<file path="config.mk">
export PLATFORM = sky130hd
export DESIGN_NAME = ssi_core
export DESIGN_NICKNAME = d
export VERILOG_FILES = /design/src/include/ssi_pkg.sv /design/src/ssi_core.sv /design/src/ssi_tick.sv
export VERILOG_INCLUDE_DIRS = /design/src /design/src/include
export SDC_FILE = /design/constraint.sdc
export NUM_CORES = 1
export LEC_CHECK = 0
export ABC_CLOCK_PERIOD_IN_PS = 6800
export BUFFER_PORTS_ARGS = -buffer_cell sky130_fd_sc_hd__buf_4
export CELL_PAD_IN_SITES_DETAIL_PLACEMENT = 1
export CELL_PAD_IN_SITES_GLOBAL_PLACEMENT = 1
export CORE_ASPECT_RATIO = 0.75
export CORE_MARGIN = 5
export CORE_UTILIZATION = 36
export CTS_CLUSTER_DIAMETER = 100
export DETAILED_ROUTE_END_ITERATION = 8
export PLACE_DENSITY_LB_ADDON = 0.15
export SLEW_MARGIN = 20
export SYNTH_ARGS = -nofsm -noshare
export SYNTH_HDL_FRONTEND = slang
export SYNTH_SLANG_ARGS = --single-unit
</file>
<file path="constraint.sdc">
create_clock -name clk_sys_in -period 6.8 [get_ports clk_sys_in]
set_clock_uncertainty 0.2 [all_clocks]
set_input_delay 0.68 -clock clk_sys_in [delete_from_list [all_inputs] [get_ports clk_sys_in]]
set_output_delay 0.68 -clock clk_sys_in [all_outputs]
set_load 0.005 [all_outputs]
</file>
<file path="src/include/ssi_consts.svh">
// Contract
// - green is lit steadily while supply and both safety inputs are present and no post-teach inhibit runs.
// - green blinks at 1 Hz while either safety input or both lack voltage.
// - yellow is lit whenever an actuator is in range, except while teaching, when it blinks.
// - yellow blinks at 1 Hz instead while the actuator sits in the limit zone.
// - faults show as red pulse groups: 1 for output a, 2 for output b, 3 for a cross-wire.
// - over-temperature shows as 4 red pulses and a wrong or broken actuator as 5.
// - red is steady for an internal fault; steady red with blinking yellow means teaching.
// - an internal error cuts both outputs and stays latched until cause gone and guard cycled.
// - a warning drives diagnostics low and blinks red while the outputs stay enabled.
// - a warning clears by itself once its cause is gone.
// - a warning held for 30 minutes also cuts both outputs, red keeps blinking.
// - diagnostics is high only when actuated, outputs enabled and no warning, else low.
// - after a teach, outputs are inhibited 10 minutes with green blinking; power loss restarts it.
`ifndef SSI_CONSTS_SVH
`define SSI_CONSTS_SVH
`define SSI_CLK_HZ          20000000
`define SSI_HALF_SEC_MS     500
`define SSI_MS_PER_SEC      1000
`define SSI_PHASES_PER_MIN  120
`define SSI_WARN_LIMIT_MIN  30
`define SSI_PROTECT_MIN     10
`define SSI_PAUSE_PHASES    4
`define SSI_CODE_NONE       3'h0
`define SSI_CODE_OUT_A      3'h1
`define SSI_CODE_OUT_B      3'h2
`define SSI_CODE_CROSS      3'h3
`define SSI_CODE_TEMP       3'h4
`define SSI_CODE_ACTUATOR   3'h5
`define SSI_IN_SUPPLY       0
`define SSI_IN_SAFE_A       1
`define SSI_IN_SAFE_B       2
`define SSI_IN_ACTUATOR     3
`define SSI_IN_LIMIT        4
`define SSI_IN_FAULT_A      5
`define SSI_IN_FAULT_B      6
`define SSI_IN_CROSS        7
`define SSI_IN_TEMP         8
`define SSI_IN_BAD_ACT      9
`define SSI_IN_INTERNAL     10
`define SSI_IN_TEACH        11
`define SSI_IN_TAUGHT       12
`define SSI_IN_COUNT        13
`endif

</file>
<file path="src/include/ssi_pkg.sv">
package ssi_pkg;
    typedef enum logic [1:0] {
        SSI_IDLE  = 2'b00,
        SSI_ON    = 2'b01,
        SSI_OFF   = 2'b10,
        SSI_PAUSE = 2'b11
    } ssi_code_state_t;
endpackage

</file>
<file path="src/ssi_core.sv">
`timescale 1ns/1ps
`include "ssi_consts.svh"
module ssi_core #(
    parameter int HALF_SEC_CYCLES = `SSI_CLK_HZ / `SSI_MS_PER_SEC * `SSI_HALF_SEC_MS,
    parameter int WARN_PHASES     = `SSI_WARN_LIMIT_MIN * `SSI_PHASES_PER_MIN,
    parameter int PROTECT_PHASES  = `SSI_PROTECT_MIN * `SSI_PHASES_PER_MIN
) (
    // clock and reset
    input  wire logic clk_sys_in,
    input  wire logic rstn_in,
    // supply and safety inputs
    input  wire logic supply_ok_in,
    input  wire logic safety_input_a_in,
    input  wire logic safety_input_b_in,
    // actuator sensing
    input  wire logic actuator_present_in,
    input  wire logic limit_zone_in,
    // warning causes
    input  wire logic fault_output_a_in,
    input  wire logic fault_output_b_in,
    input  wire logic cross_wire_in,
    input  wire logic over_temp_in,
    input  wire logic bad_actuator_in,
    // internal error and teach status
    input  wire logic internal_fault_in,
    input  wire logic teach_active_in,
    input  wire logic teach_done_in,
    // indicators
    output logic      led_green_out,
    output logic      led_red_out,
    output logic      led_yellow_out,
    // diagnostic and safety outputs
    output logic      diag_out,
    output logic      safety_output_a_out,
    output logic      safety_output_b_out
);
    logic [`SSI_IN_COUNT-1:0] raw;
    logic [`SSI_IN_COUNT-1:0] meta;
    logic [`SSI_IN_COUNT-1:0] s;
    logic                     tick;
    logic                     blink;

    // status state
    logic        err_latched;
    logic        next_err_latched;
    logic        guard_opened;
    logic        next_guard_opened;
    logic [31:0] warn_count;
    logic [31:0] next_warn_count;
    logic        warn_expired;
    logic        next_warn_expired;
    logic [31:0] protect_count;
    logic [31:0] next_protect_count;
    logic        taught_prev;
    logic        next_taught_prev;
    // pulse code sequencer
    ssi_pkg::ssi_code_state_t code_state;
    ssi_pkg::ssi_code_state_t next_code_state;
    logic [2:0]  pulse_count;
    logic [2:0]  next_pulse_count;
    logic [2:0]  active_code;
    logic [2:0]  next_active_code;
    // registered outputs
    logic        green;
    logic        next_green;
    logic        red;
    logic        next_red;
    logic        yellow;
    logic        next_yellow;
    logic        diag;
    logic        next_diag;
    logic        enable;
    logic        next_enable;

    // combinational helpers
    logic        inputs_ok;
    logic        ready;
    logic        warning;
    logic        protect;
    logic [2:0]  code;

    assign raw = {teach_done_in, teach_active_in, internal_fault_in, bad_actuator_in,
                  over_temp_in, cross_wire_in, fault_output_b_in, fault_output_a_in,
                  limit_zone_in, actuator_present_in, safety_input_b_in,
                  safety_input_a_in, supply_ok_in};

    // every pin comes from outside the clock domain
    always_ff @(posedge clk_sys_in) begin
        if (!rstn_in) begin
            meta <= '0;
            s    <= '0;
        end else begin
            meta <= raw;
            s    <= meta;
        end
    end

    ssi_tick #(
        .HALF_SEC_CYCLES (HALF_SEC_CYCLES)
    ) u_tick (
        .clk_sys_in (clk_sys_in),
        .rstn_in    (rstn_in),
        .tick_out   (tick),
        .blink_out  (blink)
    );

    always_comb begin
        inputs_ok = s[`SSI_IN_SAFE_A] & s[`SSI_IN_SAFE_B];
        ready     = s[`SSI_IN_SUPPLY] & inputs_ok;
        warning   = s[`SSI_IN_FAULT_A] | s[`SSI_IN_FAULT_B] | s[`SSI_IN_CROSS]
                  | s[`SSI_IN_TEMP] | s[`SSI_IN_BAD_ACT];
        protect   = (protect_count != 32'h0);
        // lowest code number wins among warnings
        if (s[`SSI_IN_FAULT_A]) begin
            code = `SSI_CODE_OUT_A;
        end else if (s[`SSI_IN_FAULT_B]) begin
            code = `SSI_CODE_OUT_B;
        end else if (s[`SSI_IN_CROSS]) begin
            code = `SSI_CODE_CROSS;
        end else if (s[`SSI_IN_TEMP]) begin
            code = `SSI_CODE_TEMP;
        end else if (s[`SSI_IN_BAD_ACT]) begin
            code = `SSI_CODE_ACTUATOR;
        end else begin
            code = `SSI_CODE_NONE;
        end
    end

    always_comb begin
        next_taught_prev = s[`SSI_IN_TAUGHT];

        // internal error latch: set wins, clear needs cause gone and an open-close cycle
        next_err_latched  = err_latched;
        next_guard_opened = guard_opened;
        // only an opening after the cause has gone counts towards the clear
        if (err_latched && !s[`SSI_IN_INTERNAL] && !s[`SSI_IN_ACTUATOR]) begin
            next_guard_opened = 1'b1;
        end
        if (s[`SSI_IN_INTERNAL]) begin
            next_err_latched  = 1'b1;
            next_guard_opened = 1'b0;
        end else if (err_latched && guard_opened && s[`SSI_IN_ACTUATOR]) begin
            next_err_latched  = 1'b0;
            next_guard_opened = 1'b0;
        end
        if (!err_latched) begin
            next_guard_opened = 1'b0;
        end

        // warning escalation timer, restarts whenever the warning drops
        next_warn_count   = warn_count;
        next_warn_expired = warn_expired;
        if (!warning) begin
            next_warn_count   = 32'h0;
            next_warn_expired = 1'b0;
        end else if (tick && !warn_expired) begin
            next_warn_count = warn_count + 32'h1;
            if (warn_count >= 32'(WARN_PHASES - 1)) begin
                next_warn_expired = 1'b1;
            end
        end

        // tamper protection: loaded on teach, reloaded while supply is lost
        next_protect_count = protect_count;
        if (s[`SSI_IN_TAUGHT] && !taught_prev) begin
            next_protect_count = 32'(PROTECT_PHASES);
        end else if (protect && !s[`SSI_IN_SUPPLY]) begin
            next_protect_count = 32'(PROTECT_PHASES);
        end else if (protect && tick) begin
            next_protect_count = protect_count - 32'h1;
        end

        // red pulse group sequencer, each pulse and each gap one half-second phase
        next_code_state  = code_state;
        next_pulse_count = pulse_count;
        next_active_code = active_code;
        unique case (code_state)
            ssi_pkg::SSI_IDLE: begin
                if (code != `SSI_CODE_NONE) begin
                    next_active_code = code;
                    next_pulse_count = 3'h1;
                    next_code_state  = ssi_pkg::SSI_ON;
                end
            end
            ssi_pkg::SSI_ON: begin
                if (tick) begin
                    next_code_state = ssi_pkg::SSI_OFF;
                end
            end
            ssi_pkg::SSI_OFF: begin
                if (tick) begin
                    if (pulse_count >= active_code) begin
                        next_pulse_count = 3'h0;
                        next_code_state  = ssi_pkg::SSI_PAUSE;
                    end else begin
                        next_pulse_count = pulse_count + 3'h1;
                        next_code_state  = ssi_pkg::SSI_ON;
                    end
                end
            end
            ssi_pkg::SSI_PAUSE: begin
                // pause is longer than the one-phase gap so groups stay countable
                if (tick) begin
                    next_pulse_count = pulse_count + 3'h1;
                    if (pulse_count >= 3'(`SSI_PAUSE_PHASES - 1)) begin
                        next_pulse_count = 3'h0;
                        next_code_state  = ssi_pkg::SSI_IDLE;
                    end
                end
            end
        endcase

        // outputs
        next_enable = ready & s[`SSI_IN_ACTUATOR] & ~err_latched & ~warn_expired
                    & ~s[`SSI_IN_TEACH] & ~protect;
        next_diag   = next_enable & ~warning;

        if (!inputs_ok || protect) begin
            next_green = blink;
        end else begin
            next_green = ready;
        end

        if (err_latched || s[`SSI_IN_TEACH]) begin
            next_red = 1'b1;
        end else if (warning) begin
            next_red = (code_state == ssi_pkg::SSI_ON);
        end else begin
            next_red = 1'b0;
        end

        if (s[`SSI_IN_TEACH]) begin
            next_yellow = blink;
        end else if (s[`SSI_IN_ACTUATOR] && s[`SSI_IN_LIMIT]) begin
            next_yellow = blink;
        end else begin
            next_yellow = s[`SSI_IN_ACTUATOR];
        end
    end

    always_ff @(posedge clk_sys_in) begin
        if (!rstn_in) begin
            err_latched   <= 1'b0;
            guard_opened  <= 1'b0;
            warn_count    <= 32'h0;
            warn_expired  <= 1'b0;
            protect_count <= 32'h0;
            taught_prev   <= 1'b0;
            code_state    <= ssi_pkg::SSI_IDLE;
            pulse_count   <= 3'h0;
            active_code   <= `SSI_CODE_NONE;
            green         <= 1'b0;
            red           <= 1'b0;
            yellow        <= 1'b0;
            diag          <= 1'b0;
            enable        <= 1'b0;
        end else begin
            err_latched   <= next_err_latched;
            guard_opened  <= next_guard_opened;
            warn_count    <= next_warn_count;
            warn_expired  <= next_warn_expired;
            protect_count <= next_protect_count;
            taught_prev   <= next_taught_prev;
            code_state    <= next_code_state;
            pulse_count   <= next_pulse_count;
            active_code   <= next_active_code;
            green         <= next_green;
            red           <= next_red;
            yellow        <= next_yellow;
            diag          <= next_diag;
            enable        <= next_enable;
        end
    end

    assign led_green_out       = green;
    assign led_red_out         = red;
    assign led_yellow_out      = yellow;
    assign diag_out            = diag;
    assign safety_output_a_out = enable;
    assign safety_output_b_out = enable;
endmodule

</file>
<file path="src/ssi_tick.sv">
`timescale 1ns/1ps
`include "ssi_consts.svh"
module ssi_tick #(
    parameter int HALF_SEC_CYCLES = `SSI_CLK_HZ / `SSI_MS_PER_SEC * `SSI_HALF_SEC_MS
) (
    // clock and reset
    input  wire logic clk_sys_in,
    input  wire logic rstn_in,
    // half-second phase outputs
    output logic      tick_out,
    output logic      blink_out
);
    logic [31:0] count;
    logic [31:0] next_count;
    logic        blink;
    logic        next_blink;
    logic        tick;
    logic        next_tick;

    always_comb begin
        next_tick  = 1'b0;
        next_blink = blink;
        next_count = count + 32'h1;
        if (count >= 32'(HALF_SEC_CYCLES - 1)) begin
            next_count = 32'h0;
            next_tick  = 1'b1;
            next_blink = ~blink;
        end
    end

    always_ff @(posedge clk_sys_in) begin
        if (!rstn_in) begin
            count <= 32'h0;
            blink <= 1'b0;
            tick  <= 1'b0;
        end else begin
            count <= next_count;
            blink <= next_blink;
            tick  <= next_tick;
        end
    end

    assign tick_out  = tick;
    assign blink_out = blink;
endmodule

</file>
==> qor.yml, run 1 <==
synth-async-reset-ratio_pct: 0
switchingPower_mw: 0.4661
ys_types: 58
synth-edff-count: 0
post_cts_buffers: 0
clk_path_buf_depth: 2
clock_latency_ns: 0.42
setup_slack_ns: 4.069
initial_core_util_pct: 36.70
fmax_mhz: 366.2
slew_viol_final: 0
crit_fanout: 24
slowest_stage: "o41ai_1"
peakVddDrop_mv: 0.1863
crit_family: "compound AO/OA/AOI/OAI gates"
drt-wirelength-per-cell_um: 13.51
setup-tns-final_ns: 0
p_int_mw: 1.453
pwr-share-seq_pct: 45.0
critPathLaunchType: "flop"
io_pins: 21
fillers: 1888
gr-total-overflow: 0
pwr-share-comb_pct: 4.9
worstMarginPinSlew_ns: 0.7163
yosysTopAreaCell: "dfxtp_1"
grt_pass1_wl_um: 21060
layout-drive-gt1-share_pct: 11.58
cts_hold_buffers: 0
clock_sinks: 141
switching_share_pct: 24.28
worst-path-buf-inv: 0
nets: 692
crit_required_ns: 6.89
grt_max_degree: 35
vias_per_cell: 4.872
synth_area_leaders: "dfxtp_1 48%, nor2_1 7.5%, xor2_1 6.1%"
cpPeakStageDelay_ns: 0.61
dr.pass1.iters: 4
crit_chain: "ha_1 -> nand3_1 -> o21ai_0 -> a31oi_1 -> o41ai_1 -> or2_2 -> nor2_1"
yosysWarningCount: 0
fin_crit_sh_pct: 40.16
diodes: 0
setup_violations: 0
clockRootBuffer: "clkbuf_16"
cts_buffers: 17
synthFlopType: "dfxtp_1"
first_global_vias: 4359
antenna_found_initial: 0
multi_input_area_um2: 2938
area.sequential_um2: 2823
status: "completed"
drt_iter0_markers: 192
drt.antenna.violating_nets: 0
layout_min_cycle_time_ns: 2.731
die_area_um2: 19010
hold_violations: 0
synth-seq-area-share_pct: 48.03
place_ws_ns: 4.030
htree_levels: 4
max_cap_violations: 0
vias: 4346
synth_seq_cells: 141
grt_usage_pct: 13.64
cts_tree: "done"
clkPwrFrac_pct: 50.2
synthesis.area_um2: 5877
gp_congestion: 0.7289
die_h_um: 120.7
worstSetupEndpointType: "flop"
power_density_nw_per_um2: 280.4
hp-class: "reg -> reg"
crit_type: "reg -> reg"
power.leakage_nw: 2.455
remaining_drc_errors: 0
rows: 40
io_buffers: 20
dpl.hpwl_um: 8362
wl_um: 12050
area_delta_synth_final_pct: 16.50
core_um2: 16020
syn_avg_cell_area_um2: 9.183
cp.arrival_ns: 2.82
syn_inst: 640
synth_top_area_share_pct: 48.03
die_x_um: 157.5
rsz0062_at_grt: "false"
cts_resized: 0
relSlewSlack_pct: 51.62
clk_pin_slew_ns: 0.06
[state kept, by name, indices dropped and copies added, names as in the netlist, 2 cells and up]
| name | flops |
|---|---|
| active_code | 3 |
| code_state | 2 |
| meta | 13 |
| protect_count | 32 |
| pulse_count | 3 |
| s | 13 |
| u_tick.count | 32 |
| warn_count | 32 |
[power groups by stage]
| stage | combinational, mW | clock (mW) | sequential [mW] |
|---|---|---|---|
| 5_1_grt | 0.107 | 1.03 | 0.865 |
| 2_1_floorplan | 0.0741 | 0 | 0.875 |
| 3_3_place_gp | 0.0918 | 0 | 0.881 |
| 6_report | 0.0933 | 0.963 | 0.863 |
| 4_1_cts | 0.0956 | 0.992 | 0.863 |
| 3_5_place_dp | 0.0944 | 0 | 0.882 |
[synth_stat cells (3+ instances only)]
cell / n
nor4_1: 15
or4_1: 3
clkbuf_1: 12
nor3_1: 16
a21oi_1: 20
nor4_2: 6
inv_1: 14
xnor2_1: 33
nand2_1: 51
and2_1: 32
buf_2: 3
o21ai_0: 14
nand3_1: 24
xor2_1: 41
or3_1: 13
nand2b_1: 4
nor2_1: 117
and3_1: 6
dfxtp_1: 141
ha_1: 8
nor4_4: 3
and4_1: 9
nand4_1: 9
mux2i_1: 3
[worst register-to-register path: cells and delay by family (launching register included)]
family	cells	cell delay (ns)
AO/OA/AOI/OAI	3	0.93
AND/OR/NAND/NOR	3	0.75
flip-flops	1	0.41
adder cells (fa/ha/maj)	1	0.30
[layer usage]
metal	share of wire (%)	GRT usage, %
met1	54	18.92
met2	42	19.80
met3	2.7	4.293
met4	1.2	5.051
met5	0	0
[per-stage QoR]
stage | hold slack, ns | area, um^2 | util (%) | std cells | total power [mW]
final | 0.2290 | 6847 | 42.75 | 892 | 1.920
after global routing | 0.2322 | 6847 | 42.75 | 892 | 2.004
after CTS | 0.2308 | 6847 | 42.75 | 892 | 1.950
after detailed placement | 0.2205 | 6233 | 38.92 | 860 | 0.9761
after global placement | 0.2097 | 6233 | 38.92 | 860 | 0.9726
after floorplan | 0.2006 | 5903 | - | 647 | 0.9492
[cell usage in the layout (no fill, tap or decap), types with 3 or more instances in the layout]
cell         n
nor4_4       3
and3_1       6
clkinv_4     3
and4_1       9
xor2_1      41
or4_1        3
and2_1      32
nor2_1     117
conb_1       8
nor3_1      16
inv_6        4
clkbuf_16   17
nand4_1      9
xnor2_1     33
o21ai_0     14
inv_8        4
dfxtp_1    141
nor4_1      15
nand2_1     51
ha_1         8
buf_4       21
mux2i_1      3
inv_1       14
a21oi_1     20
nand2b_1     4
nand3_1     24
or3_1       13
nor4_2       6
[kinds of logic after synthesis]
logic type | Yosys count | share of synthesized area [%]
fa+ha+maj | 8 | 1.703
xor+xnor | 74 | 11.03
flops | 141 | 48.03
buf+inv | 32 | 2.427
simple gates | 331 | 30.49
mux | 3 | 0.5110
compound gates | 50 | 5.749
other cells | 1 | 0.06381
[layout make-up]
class	count	area share (%)
clock inverter	14	2.540
inverter	14	0.7675
timing repair buffer	21	2.303
multi-input combinational	474	42.91
sequential	141	41.23
clock buffer	18	6.414
tap	210	3.838
[final timing paths]
| kind | startpoint | end | slack [ns] | depth (start not counted) |
|---|---|---|---|---|
| max | u_tick.count[0]$_SDFF_PP0_ | u_tick.count[10]$_SDFF_PP0_ | 4.07 | 7 |
| max reg2reg | u_tick.count[0]$_SDFF_PP0_ | u_tick.count[10]$_SDFF_PP0_ | 4.07 | 7 |
| min reg2reg | s[10]$_SDFF_PN0_ | guard_opened$_SDFFE_PP0P_ | 0.23 | 1 |
| min | s[10]$_SDFF_PN0_ | guard_opened$_SDFFE_PP0P_ | 0.23 | 1 |
Power figures use the tool's default switching activity.
==> run 2, diff against run 1 <==
--- a/config.mk
+++ b/config.mk
@@ -6,7 +6,8 @@
 export SDC_FILE = /design/constraint.sdc
 export NUM_CORES = 1
 export LEC_CHECK = 0
-export ABC_CLOCK_PERIOD_IN_PS = 6800
+export ABC_AREA = 1
+export ABC_CLOCK_PERIOD_IN_PS = 2600
 export BUFFER_PORTS_ARGS = -buffer_cell sky130_fd_sc_hd__buf_4
 export CELL_PAD_IN_SITES_DETAIL_PLACEMENT = 1
 export CELL_PAD_IN_SITES_GLOBAL_PLACEMENT = 1
==> constraint.sdc (replaced) <==
create_clock -name clk_sys_in -period 2.6 [get_ports clk_sys_in]
set_clock_uncertainty 0.2 [all_clocks]
set_input_delay 0.26 -clock clk_sys_in [delete_from_list [all_inputs] [get_ports clk_sys_in]]
set_output_delay 0.26 -clock clk_sys_in [all_outputs]
set_load 0.005 [all_outputs]
==> run 2 against run 1 <==
Area after synthesis up 19%. Cell count rose by 51%. Sequential share of layout area shrank 6.8 points. Total power rose to 2.8 times the previous value. Global-route usage grew 3.3 points. Die area grew 17%. Clock power grew to 2.6 times the previous value. Critical path type unchanged. Highest routed layer unchanged.
==> qor.yml, run 2 <==
status: "completed"  # unchanged
synth_top_area_share_pct: 40.50  # was 48.03%
synth-xor-area-share_pct: 5.277  # was 11.03%
peakVddDrop_mv: 0.6226  # was 0.1863 mV
clkPwrFrac_pct: 47.2  # was 50.2%
hold_violations: 0  # unchanged
final_cell_mix: "287 x nand2_1, 171 x nor2_1, 141 x dfxtp_1"  # was 141 x dfxtp_1, 117 x nor2_1, 51 x nand2_1
max_cap_violations: 0  # unchanged
switching_share_pct: 29.60  # was 24.28%
reg_top3: "protect_count: 32 flops, u_tick.count: 32 flops, warn_count: 32 flops"  # unchanged
synthAdderAreaFrac_pct: 1.436  # was 1.703%
syn_inst: 1028  # was 640
drt-wirelength-per-cell_um: 13.14  # was 13.51 um
first_global_vias: 6236  # was 4359
antenna_found_initial: 0  # unchanged
relSlewSlack_pct: 63.92  # was 51.62%
vias_per_cell: 4.629  # was 4.872
clockRootBuffer: "clkbuf_16"  # unchanged
grt_usage_pct: 16.94  # was 13.64%
setup-tns-final_ns: 0  # unchanged
die_area_um2: 22270  # was 19010 um^2
layout-drive-gt1-share_pct: 10.00  # was 11.58%
nets: 1100  # was 692
grt_max_degree: 45  # was 35
synth.area.mux_share_pct: 0  # was 0.5110%
rsz0062_at_grt: "false"  # unchanged
area.sequential_um2: 2823  # unchanged
post_cts_buffers: 0  # unchanged
worstMarginPinSlew_ns: 0.5370  # was 0.7163 ns
reg2reg_depth: 9  # was 7
fillers: 2460  # was 1888
setup_violations: 0  # unchanged
layout_commonest_cell: "nand2_1"  # was dfxtp_1
synth-edff-count: 0  # unchanged
rows: 44  # was 40
vias: 6217  # was 4346
gp_congestion: 0.8078  # was 0.7289
die_h_um: 130.5  # was 120.7 um
ys_types: 38  # was 58
post-route-util_pct: 42.63  # was 42.75%
drt.antenna.violating_nets: 0  # unchanged
switchingPower_mw: 1.564  # was 0.4661 mW
whs_path_depth: 3  # was 1
grt_pass1_wl_um: 30680  # was 21060 um
worst-r2r-setup-slack_ns: 0.41  # was 4.07 ns
layout.cells.non_filler: 1343  # was 892
area_delta_synth_final_pct: 17.50  # was 16.50%
rr_startpoint: "protect_count[11]$_SDFFE_PP0P_"  # was u_tick.count[0]$_SDFF_PP0_
synthesis.area_um2: 6970  # was 5877 um^2
p_int_mw: 3.720  # was 1.453 mW
dr.pass1.iters: 4  # unchanged
hold_end: "s[11]$_SDFF_PN0_"  # was guard_opened$_SDFFE_PP0P_
crit_type: "reg -> reg"  # unchanged
clock_latency_ns: 0.43  # was 0.42 ns
clk_path_buf_depth: 2  # unchanged
dpl_cell_area_um2: 7441  # was 6233 um^2
pwr-share-comb_pct: 9.6  # was 4.9%
synth_compound_area_share_pct: 7.629  # was 5.748%
fin_crit_sh_pct: 84.26  # was 40.16%
layout_min_cycle_time_ns: 2.191  # was 2.731 ns
gr-total-overflow: 0  # unchanged
multi_input_area_um2: 3572  # was 2938 um^2
crit_required_ns: 2.75  # was 6.89 ns
dpl.hpwl_um: 13120  # was 8362 um
crit_fanout: 27  # was 24
setup_slack_ns: 0.4092  # was 4.069 ns
holdCritStartpoint: "rstn_in"  # was s[10]$_SDFF_PN0_
post-synth-top-count-cell: "nand2_1"  # was dfxtp_1
initial_core_util_pct: 36.28  # was 36.70%
die_x_um: 170.7  # was 157.5 um
place_ws_ns: 0.4206  # was 4.030 ns
synth_seq_cells: 141  # unchanged
remaining_drc_errors: 0  # unchanged
power_density_nw_per_um2: 645.1  # was 280.4 nW/um^2
synthFlopType: "dfxtp_1"  # unchanged
worstSetupEndpointType: "flop"  # unchanged
core_um2: 19210  # was 16020 um^2
cts_tree: "done"  # unchanged
r2r_end: "protect_count[3]$_SDFFE_PP0P_"  # was u_tick.count[10]$_SDFF_PP0_
cp.arrival_ns: 2.34  # was 2.82 ns
synth_common_cells: "287 x nand2_1, 171 x nor2_1, 141 x dfxtp_1"  # was 141 x dfxtp_1, 117 x nor2_1, 51 x nand2_1
drt_iter0_markers: 246  # was 192
synth-async-reset-ratio_pct: 0  # unchanged
io_buffers: 20  # unchanged
critPathLaunchType: "flop"  # unchanged
final_area_um2: 8190  # was 6847 um^2
syn_avg_cell_area_um2: 6.781  # was 9.183 um^2
io_pins: 21  # unchanged
fmax_mhz: 456.5  # was 366.2 MHz
synth_top_family_by_area: "simple AND/OR/NAND/NOR gates"  # unchanged
clk_pin_slew_ns: 0.08  # was 0.06 ns
yosysTopAreaCell: "dfxtp_1"  # unchanged
critPathLaunch: "protect_count[11]$_SDFFE_PP0P_"  # was u_tick.count[0]$_SDFF_PP0_
power.leakage_nw: 3.405  # was 2.455 nW
slew_viol_final: 0  # unchanged
synth-seq-area-share_pct: 40.50  # was 48.03%
htree_levels: 4  # unchanged
clock_sinks: 141  # unchanged
diodes: 0  # unchanged
synth_simple_gate_area_share_pct: 36.47  # was 30.49%
pwr-share-seq_pct: 43.2  # was 45.0%
wl_um: 17650  # was 12050 um
dp_cells: 1298  # was 860
cts_buffers: 17  # unchanged
synth_area_leaders: "dfxtp_1 40%, nand2_1 15%, nor2_1 9.2%"  # was dfxtp_1 48%, nor2_1 7.5%, xor2_1 6.1%
hp-class: "in -> reg"  # was reg -> reg
yosysWarningCount: 0  # unchanged
==> run 2: critical path, stage by stage, from the launching register on <==
cell,delay [ns]
dfxtp_1,0.33
nor2_1,0.27
nand2_1,0.17
nor2_2,0.14
nand2_1,0.11
nor2_4,0.14
nor2_2,0.08
nor2_8,0.14
nand2_4,0.27
nor3_1,0.27
==> run 2: cell families after synthesis <==
kind of cell,count (synthesis)
compound gates,89
xor+xnor,42
fa+ha+maj,8
buf+inv,151
flops,141
other cells,1
simple gates,596
==> run 2: timing repair <==
action                    4_1_cts  5_1_grt
hold buffers                   13        0
gates resized for setup         0        0
hold endpoints to repair       13        0
==> run 2: power by group through the flow <==
stage	combinational, mW	clock [mW]	sequential (mW)
floorplan	0.355	0	2.32
global placement	0.487	0	2.33
detailed placement	0.493	0	2.33
CTS	0.514	2.55	2.28
global route	0.585	2.68	2.29
finish	0.508	2.49	2.28
==> run 2: cell type report <==
type	instances	area share [%]
Timing Repair Buffer	43	4.491
Sequential cell	141	34.46
Clock inverter	15	2.368
Clock buffer	17	5.194
Multi-Input combinational cell	743	43.61
Tap cell	253	3.865
Inverter	131	6.004
==> run 2: worst max path at each step <==
stage                                         end  slack [ns]  cells after the start
finish              protect_count[3]$_SDFFE_PP0P_        0.41                      9
global route          warn_count[22]$_SDFFE_PN0P_        0.20                     11
CTS                 protect_count[3]$_SDFFE_PP0P_        0.39                      9
detailed placement  protect_count[3]$_SDFFE_PP0P_        0.42                     10
global placement    protect_count[3]$_SDFFE_PP0P_        0.48                      9
floorplan           protect_count[2]$_SDFFE_PP0P_        0.81                     12
==> run 2: layer usage <==
metal | part of all wire (%) | wire, um | vias to the layer above | track usage (%)
met1 | 55 | 9756 | 2865 | 24.18
met2 | 42 | 7380 | 45 | 26.37
met4 | 0.54 | 96 | 0 | 3.474
met3 | 2.4 | 417 | 8 | 3.910
met5 | 0 | 0 | - | 0
li1 | - | - | 3299 | -
==> run 2: per-stage QoR <==
step | power (mW) | hold slack [ns]
finish | 5.284 | 0.07763
global route | 5.552 | 0.08790
CTS | 5.348 | 0.05979
detailed placement | 2.824 | 0.2014
global placement | 2.820 | 0.1942
floorplan | 2.671 | 0.1576
==> run 3, diff against run 2 <==
--- a/config.mk
+++ b/config.mk
@@ -6,8 +6,8 @@
 export SDC_FILE = /design/constraint.sdc
 export NUM_CORES = 1
 export LEC_CHECK = 0
-export ABC_AREA = 1
-export ABC_CLOCK_PERIOD_IN_PS = 2600
+export ABC_AREA = 0
+export ABC_CLOCK_PERIOD_IN_PS = 2000
 export BUFFER_PORTS_ARGS = -buffer_cell sky130_fd_sc_hd__buf_4
 export CELL_PAD_IN_SITES_DETAIL_PLACEMENT = 1
 export CELL_PAD_IN_SITES_GLOBAL_PLACEMENT = 1
==> constraint.sdc (replaced) <==
create_clock -name clk_sys_in -period 2 [get_ports clk_sys_in]
set_clock_uncertainty 0.2 [all_clocks]
set_input_delay 0.2 -clock clk_sys_in [delete_from_list [all_inputs] [get_ports clk_sys_in]]
set_output_delay 0.2 -clock clk_sys_in [all_outputs]
set_load 0.005 [all_outputs]
==> run 3 against run 2 <==
The flow now finishes with violations (negative setup slack). Wire length is 17% lower. Via count decreased by 23%. Critical endpoint is now protect_count[13]$_SDFFE_PP0P_. Sequential share of layout area down 0.094 points. Largest power group unchanged. Combinational power grew 6.1%. Design area up 0.67%. Maximum frequency is 0.94% higher. Clock power grew 29%. Worst hold slack got worse by 0.034 ns. Setup slack worse by 0.58 ns. Critical path type unchanged.
==> qor.yml, run 3 (synthesized netlist as in run 1, its figures left out) <==
status: "finished with violations"  # was completed
violations: "negative setup slack"
crit_family: "simple AND/OR/NAND/NOR gates"  # unchanged
peakVddDrop_mv: 0.5845  # was 0.6226 mV
slowest_stage: "nor2_1"  # was dfxtp_1
hp-class: "in -> reg"  # unchanged
gp_congestion: 0.7532  # was 0.8078
setup-tns-final_ns: -3.464  # was 0 ns
grt_max_degree: 34  # was 45
fillers: 1825  # was 2460
crit_chain: "nor2_1 -> nand4_4 -> nor3_4 -> a2bb2oi_4 -> nand2_4 -> clkbuf_16 -> a21oi_2"  # was nor2_1 -> nand2_1 -> nor2_2 -> nand2_1 -> nor2_4 -> nor2_2 -> nor2_8 -> nand2_4 -> nor3_1
drt_iter0_markers: 208  # was 246
layout_commonest_cell: "dfxtp_1"  # was nand2_1
layout_min_cycle_time_ns: 2.170  # was 2.191 ns
crit_type: "reg -> reg"  # unchanged
layout.cells.non_filler: 1013  # was 1343
slew_viol_final: 0  # unchanged
grt_pass1_wl_um: 24360  # was 30680 um
fmax_mhz: 460.7  # was 456.5 MHz
dp_cells: 951  # was 1298
pwr-share-seq_pct: 43.8  # was 43.2%
max_cap_violations: 0  # unchanged
io_buffers: 20  # unchanged
final_area_um2: 8245  # was 8190 um^2
vias: 4812  # was 6217
clockRootBuffer: "clkbuf_16"  # unchanged
htree_levels: 4  # unchanged
hold_violations: 0  # unchanged
clk_pin_slew_ns: 0.06  # was 0.08 ns
cts_buffers: 17  # unchanged
nets: 813  # was 1100
setup_violations: 35  # was 0
worst-r2r-setup-slack_ns: -0.17  # was 0.41 ns
die_x_um: 157.5  # was 170.7 um
rows: 40  # was 44
cpPeakStageDelay_ns: 0.37  # was 0.33 ns
critPathLaunch: "protect_count[12]$_SDFFE_PP0P_"  # was protect_count[11]$_SDFFE_PP0P_
remaining_drc_errors: 0  # unchanged
die_area_um2: 19010  # was 22270 um^2
antenna_found_initial: 0  # unchanged
switching_share_pct: 23.82  # was 29.60%
rr_startpoint: "protect_count[12]$_SDFFE_PP0P_"  # was protect_count[11]$_SDFFE_PP0P_
area.sequential_um2: 2834  # was 2823 um^2
die_h_um: 120.7  # was 130.5 um
core_um2: 16020  # was 19210 um^2
dr.pass1.iters: 4  # unchanged
crit_required_ns: 2.16  # was 2.75 ns
diodes: 0  # unchanged
rsz0062_at_grt: "true"  # was false
vias_per_cell: 4.750  # was 4.629
grt_usage_pct: 15.80  # was 16.94%
multi_input_area_um2: 3282  # was 3572 um^2
drt.antenna.violating_nets: 0  # unchanged
critPathLaunchType: "flop"  # unchanged
dpl.hpwl_um: 9629  # was 13120 um
worstSetupEndpointType: "flop"  # unchanged
clock_latency_ns: 0.43  # about the same
initial_core_util_pct: 36.70  # was 36.28%
switchingPower_mw: 1.593  # was 1.564 mW
drt-wirelength-per-cell_um: 14.38  # was 13.14 um
area_delta_synth_final_pct: 40.30  # was 17.50%
wl_um: 14570  # was 17650 um
fin_crit_sh_pct: 108.5  # was 84.26%
gr-total-overflow: 0  # unchanged
power.leakage_nw: 3.184  # was 3.405 nW
final_cell_mix: "132 x dfxtp_1, 117 x buf_4, 102 x nor2_1"  # was 287 x nand2_1, 171 x nor2_1, 141 x dfxtp_1
clock_sinks: 141  # unchanged
cp.arrival_ns: 2.33  # was 2.34 ns
io_pins: 21  # unchanged
crit_fanout: 7  # was 27
post-route-util_pct: 51.48  # was 42.63%
report.power.total_mw: 6.690  # was 5.284 mW
power_density_nw_per_um2: 811.3  # was 645.1 nW/um^2
holdCritStartpoint: "rstn_in"  # unchanged
clk_path_buf_depth: 2  # unchanged
dpl_cell_area_um2: 7038  # was 7441 um^2
reg_top3: "protect_count: 32 flops, u_tick.count: 32 flops, warn_count: 32 flops"  # unchanged
pwr-share-comb_pct: 8.1  # was 9.6%
first_global_vias: 5213  # was 6236
p_int_mw: 5.096  # was 3.720 mW
cts_tree: "done"  # unchanged
setup_slack_ns: -0.1705  # was 0.4092 ns
worst-path-buf-inv: 1  # was 0
clkPwrFrac_pct: 48.2  # was 47.2%
layout-drive-gt1-share_pct: 30.51  # was 10.00%
## run 3: cell count changes in the layout (fill, tap and decap cells not counted), sizes merged, moves of 15 or more
| cell | before | now |
|---|---|---|
| nor3 | 36 | 17 |
| inv | 137 | 18 |
| xnor2 | 11 | 33 |
| nand2 | 290 | 52 |
| and2 | 0 | 32 |
| nand3 | 46 | 27 |
| nor4 | 5 | 24 |
| buf | 30 | 126 |
| nor2 | 183 | 117 |
| a21oi | 63 | 20 |
| or3 | 0 | 15 |
## run 3: metrics by stage
stage               worst slack [ns]  hold WS (ns)
finish                       -0.1705       0.04388
global route                 -0.2858       0.06229
CTS                          -0.1372       0.03924
detailed placement           -0.1512        0.2130
global placement            -0.07814        0.2076
floorplan                   0.001023        0.1273
## run 3: tightest hold or removal path, cell delays in order
cell	delay [ns]
buf_4	0.09
inv_1	0.06
buf_4	0.18
nor2_1	0.10
## run 3: repair_timing
item,in CTS,in global routing
endpoints found under the setup margin,59,68
hold buffers,14,0
setup buffers,6,7
endpoints found under the hold margin,17,0
resized for setup,22,50
pin swaps,10,17
gates cloned,0,3
## run 3: worst paths after layout
| path | cells past startpoint | endpoint |
|---|---|---|
| max | 7 | protect_count[13]$_SDFFE_PP0P_ |
| min | 4 | active_code[1]$_SDFFE_PN0P_ |
| max reg2reg | 7 | protect_count[13]$_SDFFE_PP0P_ |
| min reg2reg | 1 | guard_opened$_SDFFE_PP0P_ |
## run 3: layer usage
layer  share of wire, %  vias to the layer above  GRT usage [%]
li1                   -                     2467              -
met2                 49                       31          26.47
met4                1.8                        0          6.609
met5                  0                        -              0
met3                1.9                       22          3.005
met1                 48                     2292          19.91
## run 3: power groups by stage
stage | registers [mW] | clock network [mW] | logic, mW
3_5_place_dp | 2.99 | 0 | 0.437
3_3_place_gp | 2.98 | 0 | 0.425
2_1_floorplan | 2.98 | 0 | 0.260
6_report | 2.93 | 3.22 | 0.539
4_1_cts | 2.93 | 3.31 | 0.491
5_1_grt | 2.94 | 3.43 | 0.592
## run 3: cell type report
class / count / share of cell area, %
clock buffer: 19 / 5.493
clock inverter: 13 / 1.897
inverter: 14 / 0.6373
multi-input combinational: 474 / 39.80
sequential: 141 / 34.37
tap: 210 / 3.187
timing repair buffer: 142 / 14.61
